$ cat config.mk
export PLATFORM = sky130hd
export DESIGN_NAME = dpd_cmd_decode
export DESIGN_NICKNAME = d
export VERILOG_FILES = /design/src/dpd_cmd_pkg.sv /design/src/dpd_cmd_decode.sv
export SDC_FILE = /design/constraint.sdc
export NUM_CORES = 1
export LEC_CHECK = 0
export BUFFER_PORTS_ARGS = -buffer_cell sky130_fd_sc_hd__buf_2
export CAP_MARGIN = 20
export CORE_ASPECT_RATIO = 1.25
export CORE_MARGIN = 4
export CORE_UTILIZATION = 50
export CTS_BUF_LIST = sky130_fd_sc_hd__clkbuf_4
export DETAILED_ROUTE_END_ITERATION = 7
export GPL_TIMING_DRIVEN = 0
export PLACE_DENSITY = 0.88
export SLEW_MARGIN = 10
export SYNTH_ARGS = -nofsm -noshare
export SYNTH_HDL_FRONTEND = slang
export SYNTH_SLANG_ARGS = --single-unit
$ cat constraint.sdc
create_clock -name i_mclk -period 2.8 [get_ports i_mclk]
set_input_delay 0.56 -clock i_mclk [delete_from_list [all_inputs] [get_ports i_mclk]]
set_output_delay 0.56 -clock i_mclk [all_outputs]
set_load 0.02 [all_outputs]
$ cat src/dpd_cmd_pkg.sv
// Package for the command decoder: encodings, field positions, state and carriers.
// Assumes a single 50 MHz clock domain and synchronous pin sampling.
package dpd_cmd_pkg;

    localparam int CLK_PERIOD_NS = 20;
    // Valid-clock periods needed after a clock change before commands are taken
    localparam int CLK_SETTLE_CYCLES = 2;
    // Power-down exit latency, in ns, and its cycle count (rounded up)
    localparam int EXIT_LAT_NS = 15;
    localparam int EXIT_LAT_CYCLES = (EXIT_LAT_NS + CLK_PERIOD_NS - 1) / CLK_PERIOD_NS;
    localparam int READY_CYCLES = CLK_SETTLE_CYCLES + EXIT_LAT_CYCLES;
    localparam logic [3:0] READY_CNT = 4'(READY_CYCLES);

    // Wishbone register offsets (byte addresses)
    localparam logic [7:0] ADDR_CTRL = 8'h00;
    localparam logic [7:0] ADDR_STATUS = 8'h04;
    localparam logic [7:0] ADDR_CMD = 8'h08;
    localparam logic [7:0] ADDR_ROWCOL = 8'h0C;
    localparam logic [7:0] ADDR_MODE = 8'h10;

    // Control register bits
    localparam int CTRL_CLKCHG_BIT = 0;
    localparam int CTRL_INIT_DONE_BIT = 1;
    localparam int CTRL_CLR_ERR_BIT = 2;

    // Status register bits
    localparam int STAT_DPD_BIT = 0;
    localparam int STAT_ERR_BIT = 1;
    localparam int STAT_INIT_BIT = 2;
    localparam int STAT_READY_BIT = 3;
    localparam int STAT_LOST_BIT = 4;
    localparam int STAT_SETTLE_BIT = 5;

    localparam logic [31:0] ZERO_WORD = 32'h0000_0000;
    localparam logic [31:0] ERR_WORD = 32'hDEAD_0000;

    typedef enum logic [3:0] {
        CMD_NONE, CMD_NOP, CMD_MRW, CMD_MRR, CMD_REFPB, CMD_REFAB, CMD_ACT,
        CMD_WR, CMD_RD, CMD_PRE, CMD_BST, CMD_DPD, CMD_SREF, CMD_PD, CMD_ILLEGAL
    } cmd_t;

    typedef enum {
        ST_NEED_INIT, ST_ACTIVE, ST_DPD, ST_SETTLE, ST_ERROR
    } dev_state_t;

    // Command and address pins of one rising/falling pair
    typedef struct packed {
        logic cke;
        logic cs_n;
        logic [9:0] ca_r;
        logic [9:0] ca_f;
    } ca_pins_t;

    // Decoded fields of one command
    typedef struct packed {
        cmd_t cmd;
        logic [7:0] mr_addr;
        logic [7:0] mr_op;
        logic [14:0] row;
        logic [2:0] bank;
        logic [11:0] col;
        logic auto_pre;
        logic all_banks;
    } cmd_fields_t;

endpackage

$ cat src/dpd_cmd_decode.sv
// Command-interface decoder: deep power-down, clock change, NOP and CA bus decode.
// Assumes CA pins are presented as a rising/falling pair, synchronous to i_mclk,
// and a classic Wishbone master for status and control.
//
// Overview of operation
// - CKE low with CS# low, CA0/CA1 high, CA2 low enters deep power-down.
// - Entering deep power-down discards array contents; reads are undefined.
// - In deep power-down only CKE is observed; outputs are disabled.
// - After deep power-down exit the device waits for full reinitialization.
// - After clock change, commands accepted after two clocks plus exit latency.
// - NOP is CS# high, or CS# low with CA0-CA2 high.
// - NOP never aborts an operation already underway.
// - Illegal command or timing needs power-down and reinitialization.
// - Mode register write decode: address and operand over both edges.
// - Activate decode: row bits and bank over both edges.
// - Auto-precharge bit schedules precharge of the bank after the burst.
// - Column bit 0 is always zero.
//
// Chosen here: the placing of the registers and the Wishbone interface to the registers.
`timescale 1ns/100ps

module dpd_cmd_decode
(
    // Clock and reset
    input wire logic i_mclk,
    input wire logic i_rst,
    // Memory command pins
    input wire logic i_cke,
    input wire logic i_cs_n,
    input wire logic [9:0] i_ca_r,
    input wire logic [9:0] i_ca_f,
    // Wishbone slave
    input wire logic i_wb_cyc,
    input wire logic i_wb_stb,
    input wire logic i_wb_we,
    input wire logic [7:0] i_wb_adr,
    input wire logic [3:0] i_wb_sel,
    input wire logic [31:0] i_wb_dat,
    output logic [31:0] o_wb_dat,
    output logic o_wb_ack,
    output logic o_wb_err,
    // Decoded command to the core
    output logic o_cmd_valid,
    output logic [3:0] o_cmd_code,
    output logic [31:0] o_cmd_addr,
    output logic o_auto_pre,
    output logic o_outputs_en,
    output logic o_array_lost
);

    ////////////////////////////////////////////////////////////////////////////////
    // Command decode
    function automatic dpd_cmd_pkg::cmd_fields_t decode(input dpd_cmd_pkg::ca_pins_t p,
                                                        input logic cke_prev);
        dpd_cmd_pkg::cmd_fields_t f;
        f = '0;
        f.cmd = dpd_cmd_pkg::CMD_ILLEGAL;
        if (!cke_prev && !p.cke)
        begin
            f.cmd = dpd_cmd_pkg::CMD_NOP;
        end
        else if (!cke_prev && p.cke)
        begin
            f.cmd = p.cs_n ? dpd_cmd_pkg::CMD_NOP : dpd_cmd_pkg::CMD_ILLEGAL;
        end
        else if (!p.cke)
        begin
            if (p.cs_n)
                f.cmd = dpd_cmd_pkg::CMD_PD;
            else if (p.ca_r[0] && p.ca_r[1] && !p.ca_r[2])
                f.cmd = dpd_cmd_pkg::CMD_DPD;
            else if (!p.ca_r[0] && !p.ca_r[1] && p.ca_r[2])
                f.cmd = dpd_cmd_pkg::CMD_SREF;
        end
        else if (p.cs_n || (p.ca_r[0] && p.ca_r[1] && p.ca_r[2]))
        begin
            f.cmd = dpd_cmd_pkg::CMD_NOP;
        end
        else if (!p.ca_r[0] && !p.ca_r[1])
        begin
            f.mr_addr = {p.ca_f[1:0], p.ca_r[9:4]};
            f.mr_op = p.ca_f[9:2];
            if (!p.ca_r[2])
                f.cmd = p.ca_r[3] ? dpd_cmd_pkg::CMD_MRR : dpd_cmd_pkg::CMD_MRW;
            else
                f.cmd = p.ca_r[3] ? dpd_cmd_pkg::CMD_REFAB : dpd_cmd_pkg::CMD_REFPB;
        end
        else if (!p.ca_r[0] && p.ca_r[1])
        begin
            f.cmd = dpd_cmd_pkg::CMD_ACT;
            f.row = {p.ca_f[9:8], p.ca_r[6:2], p.ca_f[7:0]};
            f.bank = p.ca_r[9:7];
        end
        else if (p.ca_r[0] && !p.ca_r[1])
        begin
            f.cmd = p.ca_r[2] ? dpd_cmd_pkg::CMD_RD : dpd_cmd_pkg::CMD_WR;
            f.bank = p.ca_r[9:7];
            f.col = {p.ca_f[9:1], p.ca_r[6:5], 1'b0};
            f.auto_pre = p.ca_f[0];
        end
        else if (!p.ca_r[2])
        begin
            f.cmd = p.ca_r[3] ? dpd_cmd_pkg::CMD_PRE : dpd_cmd_pkg::CMD_BST;
            f.all_banks = p.ca_r[4];
            f.bank = p.ca_r[9:7];
        end
        return f;
    endfunction

    ////////////////////////////////////////////////////////////////////////////////
    // Device state
    dpd_cmd_pkg::dev_state_t state_ff, nxt_state;
    logic cke_prev_ff, nxt_cke_prev;
    logic [3:0] settle_ff, nxt_settle;
    logic lost_ff, nxt_lost;
    logic clkchg_ff, nxt_clkchg;
    logic cmd_valid_ff, nxt_cmd_valid;
    logic [3:0] cmd_code_ff, nxt_cmd_code;
    logic [31:0] cmd_addr_ff, nxt_cmd_addr;
    logic auto_pre_ff, nxt_auto_pre;
    logic outen_ff, nxt_outen;
    logic [7:0] last_mr_ff, nxt_last_mr;
    dpd_cmd_pkg::cmd_fields_t dec;
    logic wb_hit;
    logic wr_ctrl;

    assign dec = decode({i_cke, i_cs_n, i_ca_r, i_ca_f}, cke_prev_ff);

    always_comb
    begin
        nxt_state = state_ff;
        nxt_cke_prev = i_cke;
        nxt_settle = settle_ff;
        nxt_lost = lost_ff;
        nxt_clkchg = clkchg_ff;
        nxt_cmd_valid = 1'b0;
        nxt_cmd_code = cmd_code_ff;
        nxt_cmd_addr = cmd_addr_ff;
        nxt_auto_pre = 1'b0;
        nxt_outen = 1'b0;
        nxt_last_mr = last_mr_ff;
        if (wr_ctrl && i_wb_dat[dpd_cmd_pkg::CTRL_CLKCHG_BIT])
            nxt_clkchg = 1'b1;
        case (state_ff)
            dpd_cmd_pkg::ST_NEED_INIT:
            begin
                // Core stays idle until software reports initialization done
                if (wr_ctrl && i_wb_dat[dpd_cmd_pkg::CTRL_INIT_DONE_BIT])
                begin
                    nxt_state = dpd_cmd_pkg::ST_ACTIVE;
                    nxt_clkchg = 1'b0;
                end
            end
            dpd_cmd_pkg::ST_ACTIVE:
            begin
                nxt_outen = 1'b1;
                // Illegal and deep power-down entry win over a pending clock change
                if (dec.cmd == dpd_cmd_pkg::CMD_ILLEGAL)
                begin
                    nxt_state = dpd_cmd_pkg::ST_ERROR;
                    nxt_outen = 1'b0;
                end
                else if (dec.cmd == dpd_cmd_pkg::CMD_DPD)
                begin
                    nxt_state = dpd_cmd_pkg::ST_DPD;
                    nxt_lost = 1'b1;
                    nxt_outen = 1'b0;
                end
                else if (clkchg_ff && !i_cke)
                begin
                    nxt_state = dpd_cmd_pkg::ST_SETTLE;
                    nxt_settle = dpd_cmd_pkg::READY_CNT;
                end
                else if (dec.cmd != dpd_cmd_pkg::CMD_NOP)
                begin
                    nxt_cmd_valid = 1'b1;
                    nxt_cmd_code = dec.cmd;
                    nxt_auto_pre = dec.auto_pre;
                    if (dec.cmd == dpd_cmd_pkg::CMD_MRW || dec.cmd == dpd_cmd_pkg::CMD_MRR)
                        nxt_cmd_addr = {16'h0000, dec.mr_addr, dec.mr_op};
                    else if (dec.cmd == dpd_cmd_pkg::CMD_ACT)
                        nxt_cmd_addr = {14'h0000, dec.bank, dec.row};
                    else
                        nxt_cmd_addr = {16'h0000, dec.all_banks, dec.bank, dec.col};
                    if (dec.cmd == dpd_cmd_pkg::CMD_WR || dec.cmd == dpd_cmd_pkg::CMD_ACT)
                        nxt_lost = 1'b0;
                    if (dec.cmd == dpd_cmd_pkg::CMD_MRW)
                        nxt_last_mr = dec.mr_addr;
                end
            end
            dpd_cmd_pkg::ST_DPD:
            begin
                // Only CKE is watched; everything else is a maintain NOP
                if (cke_prev_ff == 1'b0 && i_cke)
                    nxt_state = dpd_cmd_pkg::ST_NEED_INIT;
            end
            dpd_cmd_pkg::ST_SETTLE:
            begin
                // Count valid clocks with CKE high before accepting commands
                if (!i_cke)
                    nxt_settle = dpd_cmd_pkg::READY_CNT;
                else if (settle_ff == 4'h0)
                begin
                    nxt_state = dpd_cmd_pkg::ST_ACTIVE;
                    nxt_clkchg = 1'b0;
                end
                else
                    nxt_settle = settle_ff - 4'h1;
            end
            dpd_cmd_pkg::ST_ERROR:
            begin
                if (dec.cmd == dpd_cmd_pkg::CMD_PD || dec.cmd == dpd_cmd_pkg::CMD_DPD)
                    nxt_state = dpd_cmd_pkg::ST_NEED_INIT;
            end
            default:
            begin
                nxt_state = dpd_cmd_pkg::ST_NEED_INIT;
            end
        endcase
    end

    always_ff @(posedge i_mclk)
    begin
        if (i_rst)
        begin
            state_ff <= dpd_cmd_pkg::ST_NEED_INIT;
            cke_prev_ff <= 1'b0;
            settle_ff <= 4'h0;
            lost_ff <= 1'b1;
            clkchg_ff <= 1'b0;
            cmd_valid_ff <= 1'b0;
            cmd_code_ff <= 4'h0;
            cmd_addr_ff <= 32'h0000_0000;
            auto_pre_ff <= 1'b0;
            outen_ff <= 1'b0;
            last_mr_ff <= 8'h00;
        end
        else
        begin
            state_ff <= nxt_state;
            cke_prev_ff <= nxt_cke_prev;
            settle_ff <= nxt_settle;
            lost_ff <= nxt_lost;
            clkchg_ff <= nxt_clkchg;
            cmd_valid_ff <= nxt_cmd_valid;
            cmd_code_ff <= nxt_cmd_code;
            cmd_addr_ff <= nxt_cmd_addr;
            auto_pre_ff <= nxt_auto_pre;
            outen_ff <= nxt_outen;
            last_mr_ff <= nxt_last_mr;
        end
    end

    ////////////////////////////////////////////////////////////////////////////////
    // Wishbone slave: ack (err if unmapped) one cycle after the request, dropped the next cycle
    logic ack_ff, nxt_ack;
    logic err_ff, nxt_err;
    logic [31:0] rdat_ff, nxt_rdat;
    logic [31:0] status_word;

    assign wb_hit = i_wb_cyc && i_wb_stb && !ack_ff && !err_ff;
    // Control write lands at the edge at which the master samples ack
    assign wr_ctrl = i_wb_cyc && i_wb_stb && ack_ff && i_wb_we && i_wb_sel[0]
        && (i_wb_adr == dpd_cmd_pkg::ADDR_CTRL);

    always_comb
    begin
        status_word = dpd_cmd_pkg::ZERO_WORD;
        status_word[dpd_cmd_pkg::STAT_DPD_BIT] = (state_ff == dpd_cmd_pkg::ST_DPD);
        status_word[dpd_cmd_pkg::STAT_ERR_BIT] = (state_ff == dpd_cmd_pkg::ST_ERROR);
        status_word[dpd_cmd_pkg::STAT_INIT_BIT] = (state_ff == dpd_cmd_pkg::ST_NEED_INIT);
        status_word[dpd_cmd_pkg::STAT_READY_BIT] = (state_ff == dpd_cmd_pkg::ST_ACTIVE);
        status_word[dpd_cmd_pkg::STAT_LOST_BIT] = lost_ff;
        status_word[dpd_cmd_pkg::STAT_SETTLE_BIT] = (state_ff == dpd_cmd_pkg::ST_SETTLE);
    end

    always_comb
    begin
        nxt_ack = 1'b0;
        nxt_err = 1'b0;
        nxt_rdat = rdat_ff;
        if (wb_hit)
        begin
            if (i_wb_adr == dpd_cmd_pkg::ADDR_CTRL)
            begin
                nxt_ack = 1'b1;
                nxt_rdat = {30'h0, (state_ff == dpd_cmd_pkg::ST_NEED_INIT), clkchg_ff};
            end
            else if (i_wb_adr == dpd_cmd_pkg::ADDR_STATUS)
            begin
                nxt_ack = 1'b1;
                nxt_rdat = status_word;
            end
            else if (i_wb_adr == dpd_cmd_pkg::ADDR_CMD)
            begin
                nxt_ack = 1'b1;
                nxt_rdat = {28'h000_0000, cmd_code_ff};
            end
            else if (i_wb_adr == dpd_cmd_pkg::ADDR_ROWCOL)
            begin
                nxt_ack = 1'b1;
                // Array contents are undefined after deep power-down
                nxt_rdat = lost_ff ? dpd_cmd_pkg::ERR_WORD : cmd_addr_ff;
            end
            else if (i_wb_adr == dpd_cmd_pkg::ADDR_MODE)
            begin
                nxt_ack = 1'b1;
                nxt_rdat = {24'h00_0000, last_mr_ff};
            end
            else
            begin
                nxt_err = 1'b1;
                nxt_rdat = dpd_cmd_pkg::ZERO_WORD;
            end
        end
    end

    always_ff @(posedge i_mclk)
    begin
        if (i_rst)
        begin
            ack_ff <= 1'b0;
            err_ff <= 1'b0;
            rdat_ff <= 32'h0000_0000;
        end
        else
        begin
            ack_ff <= nxt_ack;
            err_ff <= nxt_err;
            rdat_ff <= nxt_rdat;
        end
    end

    assign o_wb_ack = ack_ff;
    assign o_wb_err = err_ff;
    assign o_wb_dat = rdat_ff;
    assign o_cmd_valid = cmd_valid_ff;
    assign o_cmd_code = cmd_code_ff;
    assign o_cmd_addr = cmd_addr_ff;
    assign o_auto_pre = auto_pre_ff;
    assign o_outputs_en = outen_ff;
    assign o_array_lost = lost_ff;

endmodule // dpd_cmd_decode

==> impl_metrics.sql <==
INSERT INTO impl_metrics (metric_group, metric, value, unit) VALUES
('floorplan', 'fp-row-count', '34', ''),
('run_status', 'run_status', 'finished, final reports clean', ''),
('finish', 'final_layout_size_suffix_gt1_share', '27.9', '%'),
('power', 'fin_total_pwr', '0.00180', 'W'),
('clock_tree', 'clk_path_buf_depth', '2', ''),
('yosys', 'synth_enable_flop_cells', '0', ''),
('worst_setup_path', 'end_kind', 'register', ''),
('worst_setup_path', 'timing.critical_path.arrival', '2.73', 'ns'),
('global_route', 'initial_antenna_violation_count', '0', ''),
('sta', 'timing.slew.headroom', '30.7', '%'),
('sta', 'rsz0062_at_grt', 'no', ''),
('finish', 'insertedDiodeCount', '0', ''),
('clock_tree', 'root_buffer_cell', 'sky130_fd_sc_hd__clkbuf_4', ''),
('worst_setup_path', 'timing.critical_path.mode_cell', 'sky130_fd_sc_hd__buf_2', ''),
('clock_tree', 'cts_resized', '0', ''),
('yosys', 'ys_async_sr_fraction', '0', '%'),
('clock_tree', 'tritoncts', 'built', ''),
('yosys', 'yosysSeqAreaShare', '34.3', '%'),
('global_route', 'grt_use_total', '25.4', '%'),
('detailed_routing', 'detail_route.iter0.violations', '240', ''),
('worst_setup_path', 'setup.worst_path.start_class', 'register', ''),
('worst_setup_path', 'path_buf_inv', '2', ''),
('sta', 'worstMarginPinSlew', '1.03', 'ns'),
('detailed_routing', 'via_count', '3946', ''),
('clock_tree', 'cts.sinks', '64', ''),
('finish', 'design.final.nets', '659', ''),
('clock_tree', 'cts_made_buffers', '9', ''),
('yosys', 'synth_cells', '467', ''),
('power', 'leakage', '1.82', 'nW'),
('global_route', 'globalRouteOverflowTotal', '0', ''),
('clock_tree', 'hold_buffers', '0', ''),
('power', 'vdd_drop_max', '0.303', 'mV'),
('placement', 'finalWeightedCongestion', '0.951', ''),
('power', 'power_density', '399', 'nW/um^2'),
('finish', 'area_growth_syn_to_layout', '20.6', '%'),
('floorplan', 'die_height', '105', 'um'),
('yosys', 'synthesis.area', '3730', 'um^2'),
('min_path', 'hold_path.class', 'in -> reg', ''),
('finish', 'finalInstanceArea', '4500', 'um^2'),
('yosys', 'synth_area_per_cell', '8.00', 'um^2'),
('sta', 'report.final.slew_viol_count', '0', ''),
('clock_tree', 'cts.repair_timing.setup_buffer_count', '0', ''),
('worst_setup_path', 'critical_path.slowest_cell', 'sky130_fd_sc_hd__o22ai_1', ''),
('sta', 'timing.setup.tns', '0', 'ns'),
('sta', 'setup_viol_count_final', '0', ''),
('global_route', 'via_count_of_the_first_global_routing_pass', '3874', ''),
('detailed_routing', 'post_drt_via_cell_ratio', '5.79', ''),
('sta', 'final.period_utilization', '87.2', '%'),
('sta', 'report.final.hold_viol_count', '0', ''),
('detailed_routing', 'number_of_remaining_drc_errors', '0', ''),
('detailed_routing', 'detail_route.wl_per_cell', '16.7', 'um'),
('floorplan', 'boundaryPins', '145', ''),
('yosys', 'postSynth.topFlopCell', 'sky130_fd_sc_hd__dfxtp_1', ''),
('clock_tree', 'htree_levels', '3', ''),
('floorplan', 'area_enclosed_by_the_die_boundary', '8920', 'um^2'),
('worst_setup_path', 'crit_fanout', '10', ''),
('clock_tree', 'worst_skew_pair.late_latency', '0.42', 'ns'),
('worst_setup_path', 'worst-endpoint-required', '3.09', 'ns'),
('placement', 'cell_area_reported_after_detailed_placement', '4370', 'um^2'),
('run', 'max_cap_viol_count', '0', ''),
('placement', 'place.detailed.hpwl', '8830', 'um'),
('sta', 'fin_crit', '2.44', 'ns'),
('detailed_routing', 'drtPass1Iterations', '5', ''),
('yosys', 'ys_seq_elements', '64', ''),
('global_route', 'grt_pass1_wl', '18400', 'um'),
('worst_setup_path', 'cpPeakStageDelay', '0.59', 'ns'),
('worst_setup_path', 'critPathKind', 'reg -> reg', ''),
('worst_setup_path', 'worstPathCellList', 'buf_2 > nand3b_1 > o22ai_1 > o31ai_2 > buf_2 > nor4b_1', ''),
('yosys', 'synth.yosys.warnings', '0', ''),
('detailed_routing', 'antenna_left', '0', ''),
('placement', 'port_buffer_count', '91', '');
## tightest hold or removal path, delay by kind of cell
kind,cells,cell delay (ns)
AO/OA/AOI/OAI,1,0.05
AND/OR/NAND/NOR,1,0.12
buffers and inverters,1,0.07
## cell usage after synthesis (3+ instances only)
master,number,area [um^2]
sky130_fd_sc_hd__dfxtp_1,64,1280
sky130_fd_sc_hd__nor2_1,44,165
sky130_fd_sc_hd__a21oi_1,38,190
sky130_fd_sc_hd__nand2_1,35,131
sky130_fd_sc_hd__buf_4,29,218
sky130_fd_sc_hd__nand3_1,21,105
sky130_fd_sc_hd__a22oi_1,20,150
sky130_fd_sc_hd__clkbuf_1,18,67.6
sky130_fd_sc_hd__nor3_1,18,90.1
sky130_fd_sc_hd__nand3b_1,16,120
sky130_fd_sc_hd__nor2b_1,15,93.8
sky130_fd_sc_hd__o21ai_0,15,75.1
sky130_fd_sc_hd__buf_2,13,65.1
sky130_fd_sc_hd__inv_1,11,41.3
sky130_fd_sc_hd__a211oi_1,9,67.6
sky130_fd_sc_hd__a22o_1,8,70.1
sky130_fd_sc_hd__a211oi_2,6,75.1
sky130_fd_sc_hd__nand2b_1,6,37.5
sky130_fd_sc_hd__o31ai_1,6,45.0
sky130_fd_sc_hd__a222oi_1,4,40.0
sky130_fd_sc_hd__nor4_1,4,25.0
sky130_fd_sc_hd__and3_1,3,18.8
sky130_fd_sc_hd__mux2i_1,3,30.0
sky130_fd_sc_hd__nor4b_1,3,26.3
sky130_fd_sc_hd__o22ai_1,3,18.8
sky130_fd_sc_hd__or3_1,3,18.8
## power breakdown
part           switching [W]  total (W)  internal, W  leakage, nW
Clock               0.000373   0.000643     0.000270       0.0660
Combinational       0.000153   0.000236    0.0000832         1.24
Sequential        0.00000211   0.000916     0.000914        0.516
## metrics by stage
| stage | hold WS (ns) | setup WS, ns | utilization (%) | instances |
|---|---|---|---|---|
| floorplan | 0.431 | 0.513 | - | 484 |
| global placement | 0.440 | 0.0685 | 61.5 | 665 |
| detailed placement | 0.446 | 0.0431 | 61.5 | 665 |
| CTS | 0.428 | 0.414 | 63.4 | 681 |
| global route | 0.441 | 0.143 | 63.4 | 681 |
| finish | 0.431 | 0.359 | 63.4 | 681 |
## layout make-up
cell class / instances / area, um^2
timing repair buffer: 91 / 455
sequential: 64 / 1280
clock buffer: 9 / 67.6
fill: 679 / 2600
clock inverter: 7 / 70.1
tap: 90 / 113
buffer: 63 / 369
multi-input combinational: 346 / 2110
inverter: 11 / 41.3
## cells by family (layout without fill, tap and decap cells)
kind of cell | after synthesis | count (layout) | share of synthesized area (%)
AND/OR/NAND/NOR | 184 | 184 | 26.4
AO/OA/AOI/OAI | 138 | 138 | 26.5
buffers and inverters | 74 | 181 | 11.0
flip-flops | 64 | 64 | 34.3
multiplexers | 3 | 3 | 0.804
adder cells (fa/ha/maj) | 2 | 2 | 0.670
other | 1 | 18 | 0.100
XOR/XNOR | 1 | 1 | 0.235
## per-layer routing
metal	global-route usage, %	up-vias	share of wire [%]
met4	13.3	0	3.6
met2	42.2	174	48
met3	6.22	36	8.0
li1	-	1908	-
met5	0	-	0
met1	29.8	1828	40
## registers in the layout, summed over array words and instances, names as in the netlist, 3 cells and up
| register | cells |
|---|---|
| o_cmd_code | 4 |
| o_wb_dat | 19 |
| last_mr_ff | 8 |
| settle_ff | 4 |
| state_ff | 3 |
| o_cmd_addr | 18 |
## path summary, 6_finish.rpt
kind | slack, ns | start | end | cells after the start
max reg2reg | 0.36 | cke_prev_ff$_SDFF_PP0_ | o_auto_pre$_SDFF_PP0_ | 6
max | 0.36 | cke_prev_ff$_SDFF_PP0_ | o_auto_pre$_SDFF_PP0_ | 6
min reg2reg | 0.46 | o_wb_dat[4]$_SDFFE_PP0P_ | o_wb_dat[4]$_SDFFE_PP0P_ | 2
min | 0.43 | i_wb_dat[0] | clkchg_ff$_SDFF_PP0_ | 3
Note: power is estimated with default switching activity, not from simulation.
